===== config.mk =====
export PLATFORM = sky130hd
export DESIGN_NAME = iosa_input_signal_allocation
export DESIGN_NICKNAME = d
export VERILOG_FILES = /design/src/iosa_pkg.sv /design/src/iosa_func_route.sv /design/src/iosa_input_signal_allocation.sv /design/src/iosa_input_sync.sv
export SDC_FILE = /design/constraint.sdc
export NUM_CORES = 1
export LEC_CHECK = 0
export BUFFER_PORTS_ARGS = -buffer_cell sky130_fd_sc_hd__buf_2
export CELL_PAD_IN_SITES_DETAIL_PLACEMENT = 0
export CELL_PAD_IN_SITES_GLOBAL_PLACEMENT = 1
export CORE_MARGIN = 5
export CORE_UTILIZATION = 35
export CTS_BUF_LIST = sky130_fd_sc_hd__clkbuf_8
export DETAILED_ROUTE_END_ITERATION = 12
export PLACE_DENSITY = 0.73
export SETUP_SLACK_MARGIN = 0.15
export SYNTH_ARGS = -nofsm -noshare
export SYNTH_HDL_FRONTEND = slang
export SYNTH_HIERARCHICAL = 1
export SYNTH_SLANG_ARGS = --single-unit

===== constraint.sdc =====
create_clock -name ref_clk -period 4.3 [get_ports ref_clk]
set_input_delay 0.86 -clock ref_clk [delete_from_list [all_inputs] [get_ports ref_clk]]
set_output_delay 0.86 -clock ref_clk [all_outputs]
set_load 0.1 [all_outputs]

===== src/iosa_pkg.sv =====
package iosa_pkg;

  // connector input circuits and routable functions
  localparam int NUM_CIRCUITS = 7;
  localparam int NUM_FUNCS = 10;
  localparam int NUM_SEL_REGS = 5;
  localparam int SYNC_STAGES = 3;

  // function indices
  localparam int F_FWD_TRAVEL = 0;
  localparam int F_REV_TRAVEL = 1;
  localparam int F_FWD_TORQUE = 2;
  localparam int F_REV_TORQUE = 3;
  localparam int F_HOMING = 4;
  localparam int F_LATCH_ONE = 5;
  localparam int F_LATCH_TWO = 6;
  localparam int F_LATCH_THREE = 7;
  localparam int F_BRAKE_ANS = 8;
  localparam int F_FORCED_HALT = 9;

  // functions whose name carries the active-low slash prefix
  localparam logic [9:0] SLASH_MASK = 10'h1FC;
  // functions processed on an edge rather than a level (the latches)
  localparam logic [9:0] EDGE_MASK = 10'h0E0;
  localparam logic [9:0] LATCH_MASK = 10'h0E0;

  // selector register index and nibble position of each function
  localparam int FUNC_REG [NUM_FUNCS] = '{0, 1, 1, 1, 2, 2, 2, 2, 3, 4};
  localparam int FUNC_NIB [NUM_FUNCS] = '{3, 0, 2, 3, 0, 1, 2, 3, 2, 0};

  // selector codes
  localparam logic [3:0] SEL_LAST_DIRECT = 4'h6;
  localparam logic [3:0] SEL_FORCE_ON = 4'h7;
  localparam logic [3:0] SEL_FORCE_OFF = 4'h8;
  localparam logic [3:0] SEL_FIRST_INV = 4'h9;
  // latches may not use circuits at or above this index
  localparam logic [2:0] LATCH_FIRST_BAD_CIRCUIT = 3'h4;

  // register byte offsets
  localparam logic [7:0] OFS_FWD_PROHIBIT = 8'h00;
  localparam logic [7:0] OFS_REV_PROHIBIT_TORQUE = 8'h04;
  localparam logic [7:0] OFS_HOMING_LATCH = 8'h08;
  localparam logic [7:0] OFS_BRAKE_ANSWER = 8'h0C;
  localparam logic [7:0] OFS_FORCED_HALT = 8'h10;
  localparam logic [7:0] OFS_FUNC_STATUS = 8'h14;
  localparam logic [7:0] OFS_INPUT_STATUS = 8'h18;

  // reset value of every selector register: all functions unused
  localparam logic [15:0] SEL_RESET = 16'h8888;

  // status field positions
  localparam int STAT_BAD_SEL_POS = 16;

endpackage

===== src/iosa_func_route.sv =====
`timescale 1ns/1ps
// decodes one function's selector nibble into a circuit, a polarity and a level
module iosa_func_route (
  input wire logic [3:0] sel,
  input wire logic [iosa_pkg::NUM_CIRCUITS-1:0] circuitClosed,
  input wire logic isSlash,
  input wire logic isEdge,
  input wire logic isLatch,
  output logic active,
  output logic connected,
  output logic [2:0] circuitIdx,
  output logic badSel
);

  logic direct;
  logic inverted;
  logic closed;
  logic normalActive;

  // selector decode
  always_comb begin
    direct = (sel <= iosa_pkg::SEL_LAST_DIRECT);
    inverted = (sel >= iosa_pkg::SEL_FIRST_INV);
    circuitIdx = direct ? sel[2:0] : 3'((sel - iosa_pkg::SEL_FIRST_INV));
    if (!direct && !inverted) begin
      circuitIdx = 3'h0;
    end
    closed = circuitClosed[circuitIdx];
    // slash-named functions assert on a closed contact, others on an open one
    normalActive = isSlash ? closed : ~closed;
    // latches on the upper three circuits are not supported: left inactive
    badSel = isLatch && (direct || inverted)
      && (circuitIdx >= iosa_pkg::LATCH_FIRST_BAD_CIRCUIT);
    connected = (direct || inverted) && !badSel;
    if (sel == iosa_pkg::SEL_FORCE_ON) begin
      active = ~isEdge;
    end else if (sel == iosa_pkg::SEL_FORCE_OFF) begin
      active = 1'b0;
    end else if (badSel) begin
      active = 1'b0;
    end else begin
      active = inverted ? ~normalActive : normalActive;
    end
  end

endmodule // iosa_func_route


===== src/iosa_input_signal_allocation.sv =====
// The placing of the registers and the Wishbone slave port were chosen for this implementation.
`timescale 1ns/1ps
// Behaviour
// - functions sharing one input circuit all follow the OR of the inputs involved.
// - selectors 0 to 6 each take the function from one fixed, distinct circuit.
// - under 0 to 6 a slash-named function asserts on a closed contact, others on an open one.
// - selectors 9 to F use the same seven circuits in order with inverted polarity.
// - selector 7 disconnects the function and holds a level function asserted.
// - selector 7 never triggers an edge-processed function.
// - selector 8 disconnects the function and holds it deasserted.
// - the three latches must not be routed to the last three circuits.
// - forward prohibit uses the top digit of its register, reverse the low digit of the next.
// - forward and reverse torque limits use digits two and three of that next register.
// - homing switch takes digit zero, latches one to three take digits one to three.
// - braking answer takes digit two of its register, forced halt digit zero of another.
module iosa_input_signal_allocation (
  input wire logic ref_clk,
  input wire logic reset,
  // classic wishbone slave
  input wire logic wb_cyc_i,
  input wire logic wb_stb_i,
  input wire logic wb_we_i,
  input wire logic [7:0] wb_adr_i,
  input wire logic [3:0] wb_sel_i,
  input wire logic [31:0] wb_dat_i,
  output logic [31:0] wb_dat_o,
  output logic wb_ack_o,
  // connector input circuits, high while the contact is closed
  input wire logic [iosa_pkg::NUM_CIRCUITS-1:0] ioConnector,
  // routed function levels, high while asserted
  output logic forwardTravelProhibit,
  output logic reverseTravelProhibit,
  output logic forwardExtTorqueLimit,
  output logic reverseExtTorqueLimit,
  output logic homingSlowdownSwitch,
  output logic latchInputOne,
  output logic latchInputTwo,
  output logic latchInputThree,
  output logic brakingAnswerInput,
  output logic forcedHaltInput,
  // one-cycle pulses on the asserting edge of each latch function
  output logic [2:0] latchEdgePulse
);

  localparam int NF = iosa_pkg::NUM_FUNCS;
  localparam int NC = iosa_pkg::NUM_CIRCUITS;

  // selector registers, one per parameter word
  logic [15:0] fwdProhibitSelectReg;
  logic [15:0] revProhibitTorqueLimitSelectReg;
  logic [15:0] homingLatchSelectReg;
  logic [15:0] brakeAnswerSelectReg;
  logic [15:0] forcedHaltSelectReg;
  logic [15:0] selWords [iosa_pkg::NUM_SEL_REGS];

  // synchronised contacts and per-function decode results
  logic [NC-1:0] circuitClosed;
  logic [NF-1:0] ownActive;
  logic [NF-1:0] connected;
  logic [2:0] circuitIdx [NF];
  logic [NF-1:0] badSel;
  logic [NF-1:0] combined;
  logic [NC-1:0] circuitOr;
  logic [31:0] funcStatusWord;
  logic [31:0] inputStatusWord;

  // registered results
  logic [NF-1:0] funcActiveReg;
  logic [2:0] latchEdgeReg;

  // bus side
  logic ackReg;
  logic [31:0] rdDataReg;
  logic [31:0] rdDataNext;
  logic busReq;
  logic wrStrobe;

  // contacts arrive from the field with no relation to ref_clk; a settled change
  // reaches the function outputs five edges later, and a glitch that lasts one
  // clock is filtered out while anything longer passes
  iosa_input_sync #(
    .WIDTH(NC)
  ) u_sync (
    .ref_clk(ref_clk),
    .reset(reset),
    .rawIn(ioConnector),
    .levelOut(circuitClosed)
  );

  // the selector words as an indexed view for the per-function decode
  always_comb begin
    selWords[0] = fwdProhibitSelectReg;
    selWords[1] = revProhibitTorqueLimitSelectReg;
    selWords[2] = homingLatchSelectReg;
    selWords[3] = brakeAnswerSelectReg;
    selWords[4] = forcedHaltSelectReg;
  end

  // one decoder per function; the nibble is picked by the function's place
  genvar f;
  generate
    for (f = 0; f < NF; f++) begin : g_func
      localparam int RIDX = iosa_pkg::FUNC_REG[f];
      localparam int NIB = iosa_pkg::FUNC_NIB[f];
      logic [3:0] funcSel;

      assign funcSel = selWords[RIDX][NIB*4 +: 4];

      iosa_func_route u_route (
        .sel(funcSel),
        .circuitClosed(circuitClosed),
        .isSlash(iosa_pkg::SLASH_MASK[f]),
        .isEdge(iosa_pkg::EDGE_MASK[f]),
        .isLatch(iosa_pkg::LATCH_MASK[f]),
        .active(ownActive[f]),
        .connected(connected[f]),
        .circuitIdx(circuitIdx[f]),
        .badSel(badSel[f])
      );
    end
  endgenerate

  // sharing a circuit ties functions together: each sees the OR of all sharers.
  // the OR is taken over each sharer's own polarity view, so mixed polarities
  // on one circuit still combine the way software set them up; forced codes and
  // refused latch routes never join, so they cannot drag a sharer along
  genvar c;
  generate
    for (c = 0; c < NC; c++) begin : g_share
      logic orBit;

      always_comb begin
        orBit = 1'b0;
        for (int j = 0; j < NF; j++) begin
          if (connected[j] && (circuitIdx[j] == 3'(c))) begin
            orBit = orBit | ownActive[j];
          end
        end
      end

      assign circuitOr[c] = orBit;
    end
  endgenerate

  // each connected function follows its circuit's OR, any other keeps its own level
  always_comb begin
    for (int i = 0; i < NF; i++) begin
      combined[i] = connected[i] ? circuitOr[circuitIdx[i]] : ownActive[i];
    end
  end

  // function levels are registered so outputs never glitch during decode
  always_ff @(posedge ref_clk) begin
    if (reset) begin
      funcActiveReg <= '0;
    end else begin
      funcActiveReg <= combined;
    end
  end

  // latch edges; a forced-on latch is held low by the decoder, so no edge appears.
  // a selector write that raises a latch level also gives one pulse, so software
  // should retarget a latch only while its capture is not armed
  always_ff @(posedge ref_clk) begin
    if (reset) begin
      latchEdgeReg <= '0;
    end else begin
      latchEdgeReg <= combined[iosa_pkg::F_LATCH_THREE:iosa_pkg::F_LATCH_ONE]
        & ~funcActiveReg[iosa_pkg::F_LATCH_THREE:iosa_pkg::F_LATCH_ONE];
    end
  end

  // function outputs
  assign forwardTravelProhibit = funcActiveReg[iosa_pkg::F_FWD_TRAVEL];
  assign reverseTravelProhibit = funcActiveReg[iosa_pkg::F_REV_TRAVEL];
  assign forwardExtTorqueLimit = funcActiveReg[iosa_pkg::F_FWD_TORQUE];
  assign reverseExtTorqueLimit = funcActiveReg[iosa_pkg::F_REV_TORQUE];
  assign homingSlowdownSwitch = funcActiveReg[iosa_pkg::F_HOMING];
  assign latchInputOne = funcActiveReg[iosa_pkg::F_LATCH_ONE];
  assign latchInputTwo = funcActiveReg[iosa_pkg::F_LATCH_TWO];
  assign latchInputThree = funcActiveReg[iosa_pkg::F_LATCH_THREE];
  assign brakingAnswerInput = funcActiveReg[iosa_pkg::F_BRAKE_ANS];
  assign forcedHaltInput = funcActiveReg[iosa_pkg::F_FORCED_HALT];
  assign latchEdgePulse = latchEdgeReg;

  // bus handshake: ack rises one edge after the request, the write lands at the
  // edge where the master sees ack, and ack drops the cycle after.
  // no wait state is inserted; a master that held stb past ack would start a
  // second access, which the handshake expects it never to do
  assign busReq = wb_cyc_i && wb_stb_i;
  assign wrStrobe = busReq && wb_we_i && ackReg;

  always_ff @(posedge ref_clk) begin
    if (reset) begin
      ackReg <= 1'b0;
    end else begin
      ackReg <= busReq && !ackReg;
    end
  end

  // byte-lane merge for the 16-bit selector words; upper lanes are dropped
  function automatic logic [15:0] merge16(input logic [15:0] old,
                                          input logic [31:0] wdat,
                                          input logic [3:0] lanes);
    logic [15:0] res;
    res = old;
    if (lanes[0]) begin
      res[7:0] = wdat[7:0];
    end
    if (lanes[1]) begin
      res[15:8] = wdat[15:8];
    end
    return res;
  endfunction

  // selector writes; polarity of the prohibits is left to software to keep, since
  // an inverted prohibit stops tripping on a broken wire and only software knows
  // whether the wiring makes that safe
  always_ff @(posedge ref_clk) begin
    if (reset) begin
      fwdProhibitSelectReg <= iosa_pkg::SEL_RESET;
      revProhibitTorqueLimitSelectReg <= iosa_pkg::SEL_RESET;
      homingLatchSelectReg <= iosa_pkg::SEL_RESET;
      brakeAnswerSelectReg <= iosa_pkg::SEL_RESET;
      forcedHaltSelectReg <= iosa_pkg::SEL_RESET;
    end else if (wrStrobe) begin
      unique case (wb_adr_i)
        iosa_pkg::OFS_FWD_PROHIBIT: begin
          fwdProhibitSelectReg <= merge16(fwdProhibitSelectReg, wb_dat_i, wb_sel_i);
        end
        iosa_pkg::OFS_REV_PROHIBIT_TORQUE: begin
          revProhibitTorqueLimitSelectReg <=
            merge16(revProhibitTorqueLimitSelectReg, wb_dat_i, wb_sel_i);
        end
        iosa_pkg::OFS_HOMING_LATCH: begin
          homingLatchSelectReg <= merge16(homingLatchSelectReg, wb_dat_i, wb_sel_i);
        end
        iosa_pkg::OFS_BRAKE_ANSWER: begin
          brakeAnswerSelectReg <= merge16(brakeAnswerSelectReg, wb_dat_i, wb_sel_i);
        end
        iosa_pkg::OFS_FORCED_HALT: begin
          forcedHaltSelectReg <= merge16(forcedHaltSelectReg, wb_dat_i, wb_sel_i);
        end
        default: begin
          // status words and unmapped offsets ignore writes
        end
      endcase
    end
  end

  // status words assembled apart from the mux so their layout sits in one place
  always_comb begin
    funcStatusWord = 32'h0000_0000;
    funcStatusWord[NF-1:0] = funcActiveReg;
    inputStatusWord = 32'h0000_0000;
    inputStatusWord[NC-1:0] = circuitClosed;
    inputStatusWord[iosa_pkg::STAT_BAD_SEL_POS +: 3] =
      badSel[iosa_pkg::F_LATCH_THREE:iosa_pkg::F_LATCH_ONE];
  end

  // read mux; unmapped offsets read zero but are still acknowledged
  always_comb begin
    rdDataNext = 32'h0000_0000;
    unique case (wb_adr_i)
      iosa_pkg::OFS_FWD_PROHIBIT: begin
        rdDataNext[15:0] = fwdProhibitSelectReg;
      end
      iosa_pkg::OFS_REV_PROHIBIT_TORQUE: begin
        rdDataNext[15:0] = revProhibitTorqueLimitSelectReg;
      end
      iosa_pkg::OFS_HOMING_LATCH: begin
        rdDataNext[15:0] = homingLatchSelectReg;
      end
      iosa_pkg::OFS_BRAKE_ANSWER: begin
        rdDataNext[15:0] = brakeAnswerSelectReg;
      end
      iosa_pkg::OFS_FORCED_HALT: begin
        rdDataNext[15:0] = forcedHaltSelectReg;
      end
      iosa_pkg::OFS_FUNC_STATUS: begin
        rdDataNext = funcStatusWord;
      end
      iosa_pkg::OFS_INPUT_STATUS: begin
        rdDataNext = inputStatusWord;
      end
      default: begin
        rdDataNext = 32'h0000_0000;
      end
    endcase
  end

  // read data is captured as ack rises and held while it stands; a status word
  // thus shows the levels of the request edge, not of the edge the master takes it
  always_ff @(posedge ref_clk) begin
    if (reset) begin
      rdDataReg <= 32'h0000_0000;
    end else if (busReq && !ackReg) begin
      rdDataReg <= rdDataNext;
    end
  end

  assign wb_dat_o = rdDataReg;
  assign wb_ack_o = ackReg;

endmodule // iosa_input_signal_allocation


===== src/iosa_input_sync.sv =====
`timescale 1ns/1ps
// three-flop synchroniser; the output moves only once stages two and three agree
module iosa_input_sync #(
  parameter int WIDTH = 7
) (
  input wire logic ref_clk,
  input wire logic reset,
  input wire logic [WIDTH-1:0] rawIn,
  output logic [WIDTH-1:0] levelOut
);

  logic [WIDTH-1:0] stage1Reg;
  logic [WIDTH-1:0] stage2Reg;
  logic [WIDTH-1:0] stage3Reg;

  // stage one feeds stage two only, so nothing reads a possibly metastable bit
  always_ff @(posedge ref_clk) begin
    if (reset) begin
      stage1Reg <= '0;
      stage2Reg <= '0;
      stage3Reg <= '0;
    end else begin
      stage1Reg <= rawIn;
      stage2Reg <= stage1Reg;
      stage3Reg <= stage2Reg;
    end
  end

  // agreement filter per bit; each bit keeps its own flop so that no two
  // processes write one variable
  genvar b;
  generate
    for (b = 0; b < WIDTH; b++) begin : g_filt
      logic filtReg;
      always_ff @(posedge ref_clk) begin
        if (reset) begin
          filtReg <= 1'b0;
        end else if (stage2Reg[b] == stage3Reg[b]) begin
          filtReg <= stage3Reg[b];
        end
      end
      assign levelOut[b] = filtReg;
    end
  endgenerate

endmodule // iosa_input_sync


==> impl_metrics.ini <==
[cts]
worstSkewPairLatency_ns = 0.48
cts_root_buf = clkbuf_8
path_clk_slew_ns = 0.09
cts_made_buffers = 17
cts_max_path_buffers = 2
h-tree-depth = 4
cts_tree = done
clock-sinks = 141

[routing]
via_count = 11100
drt_wl_total_mm = 37.1
vias_per_cell = 5.25
dr.first_iter.drc_count = 592
wl_per_cell_um = 17.5
final_antenna_net_count = 0
drc = 0
first_pass_iters = 5

[floorplanning]
core.rowCount = 67
die_w_um = 194
ios = 102
start_util = 0.354
core_mm2 = 0.0334
chipHeight_um = 194
dieArea_mm2 = 0.0375

[min_path]
hp-class = reg -> reg

[global_routing]
overflow = 0
grt_pass1_wl_mm = 57.9
antenna_found_initial = 0
grt_max_degree = 74
grt_pass1_vias = 10500
track_usage = 0.189

[synthesis]
yosysWarnings = 6
syn_area_mm2 = 0.0118
avgSynthCellArea_um2 = 8.18
syn_inst = 1442

[pwr]
power.density_mw_per_mm2 = 184
p_leak_nw = 5.73
peakVddDrop_v = 0.000188

[setup_path]
slowest_stage = or4_4
path_max_fanout = 5
worst-endpoint-arrival_ns = 4.43
crit_required_ns = 4.67
path_common_cell = mux2i_1
startpoint_type = flip-flop
end_kind = flip-flop
critPathKind = reg -> reg
max_stage_delay_ns = 0.51
path_cells = inv_1, ha_1, and3b_4, o22a_4, mux2i_1, mux2i_2, a311o_1, or3b_4, nand2_2, o22ai_1, or4_4, nor3_4, buf_4, mux2i_1, or3_1, and4b_1

[timing]
tns_ns = 0
max_freq_mhz = 246
report.final.hold_viol_count = 0
post-route-min-period_ns = 4.06
maxSlewViolCount = 0
worst_pin_slew_ns = 1.06
finClkSkew_ns = 0.0123
setup_viol = 0
min_period_over_period = 0.944
rsz0062_at_grt = yes
slew_headroom = 0.292

[placement]
io_buffers = 70
gp_congestion = 0.929
dpl.hpwl_mm = 28.7

[run]
cap_violations = 0

[run_status]
status = complete, no violations

[cells_and_area]
syn2layout_area_growth_pct = 20.8
drive_gt1_frac = 0.253
n_fill_cell = 3478
n_antenna_cell = 0
seqCellArea_mm2 = 0.00286
layout.nets = 1765
fin_util = 0.427
multiInputGateArea_mm2 = 0.00869
layer usage:
| layer | vias up | GRT usage | routed length (um) |
|---|---|---|---|
| li1 | 5563 | - | - |
| met1 | 5247 | 0.250 | 17100 |
| met3 | 59 | 0.0250 | 1480 |
| met5 | - | 0 | 0 |
| met2 | 269 | 0.317 | 17500 |
| met4 | 0 | 0.0653 | 979 |
registers in the layout, indices dropped and copies added (netlist names), 10 cells and up:
register,cells
homingLatchSelectReg,16
wb_dat_o,19
funcActiveReg,10
brakeAnswerSelectReg,16
revProhibitTorqueLimitSelectReg,16
fwdProhibitSelectReg,16
forcedHaltSelectReg,16
worst paths after layout:
path	slack, ns	to	startpoint	cells after the start
setup / recovery	0.24	latchEdgePulse[2]$_SDFF_PP0_	homingLatchSelectReg[0]$_SDFFE_PP0P_	16
hold / removal	0.44	u_sync/stage2Reg[2]$_SDFF_PP0_	u_sync/stage1Reg[2]$_SDFF_PP0_	1
setup reg to reg	0.24	latchEdgePulse[2]$_SDFF_PP0_	homingLatchSelectReg[0]$_SDFFE_PP0P_	16
hold reg to reg	0.44	u_sync/stage2Reg[2]$_SDFF_PP0_	u_sync/stage1Reg[2]$_SDFF_PP0_	1
cells in the final DEF, fill, tap and decap left out, types with 10 or more instances in the layout:
| cell type | instances |
|---|---|
| a2111oi_0 | 15 |
| a21o_1 | 10 |
| a21oi_1 | 68 |
| a311o_1 | 10 |
| a311oi_1 | 11 |
| a41oi_1 | 10 |
| and2_1 | 14 |
| and3b_4 | 10 |
| buf_2 | 69 |
| buf_4 | 125 |
| clkbuf_8 | 18 |
| conb_1 | 73 |
| dfxtp_1 | 127 |
| ha_1 | 34 |
| ha_2 | 10 |
| inv_1 | 99 |
| inv_2 | 12 |
| mux2i_1 | 103 |
| nand2_1 | 153 |
| nand2b_1 | 62 |
| nand3_1 | 22 |
| nand3b_1 | 38 |
| nor2_1 | 117 |
| nor2b_1 | 28 |
| nor3_1 | 25 |
| nor3b_1 | 14 |
| nor3b_4 | 10 |
| o211ai_2 | 20 |
| o21a_1 | 10 |
| o21ai_0 | 35 |
| o21ai_1 | 25 |
| o21ai_2 | 10 |
| o21ba_2 | 10 |
| o221ai_1 | 21 |
| o22ai_1 | 33 |
| o32a_4 | 10 |
| or3b_4 | 11 |
| or4bb_1 | 10 |
metrics by stage:
step / area [um^2] / hold WS [ns] / cells / worst slack (ns) / total power [W]
global placement: 13300 / 0.426 / 2057 / 0.0813 / 0.00152
detailed placement: 13300 / 0.425 / 2057 / 0.0306 / 0.00153
finish: 14300 / 0.437 / 2120 / 0.240 / 0.00262
floorplan: 12100 / 0.414 / 1513 / 0.368 / 0.00149
global route: 14300 / 0.459 / 2120 / 0.116 / 0.00272
CTS: 13800 / 0.439 / 2097 / 0.152 / 0.00265
where the power goes:
group / total [W] / switching [W] / internal [W]
combinational: 0.000183 / 0.000140 / 0.0000423
clock: 0.00113 / 0.000585 / 0.000540
sequential: 0.00131 / 0.00000325 / 0.00131
total: 0.00262 / 0.000729 / 0.00189
layout make-up:
cell class / instances / share of cell area
Clock buffer: 18 / 0.0174
Timing Repair Buffer: 195 / 0.0909
Tap cell: 448 / 0.0393
Sequential cell: 141 / 0.201
Inverter: 114 / 0.0309
Multi-Input combinational cell: 1190 / 0.610
Clock inverter: 14 / 0.0109
critical path, delay by kind of cell (launching register included):
family / cells / cell delay, ns
AO/OA/AOI/OAI: 3 / 0.59
adder cells (fa/ha/maj): 1 / 0.23
buffers and inverters: 2 / 0.23
flip-flops: 1 / 0.38
multiplexers: 3 / 0.39
AND/OR/NAND/NOR: 7 / 2.13
repair_timing:
action	CTS	global route
gates resized for setup	31	68
hold buffers	0	0
pin swaps	11	33
buffers inserted	8	23
endpoints found under the setup margin	12	13
Note: power is estimated with default switching activity, not from simulation.
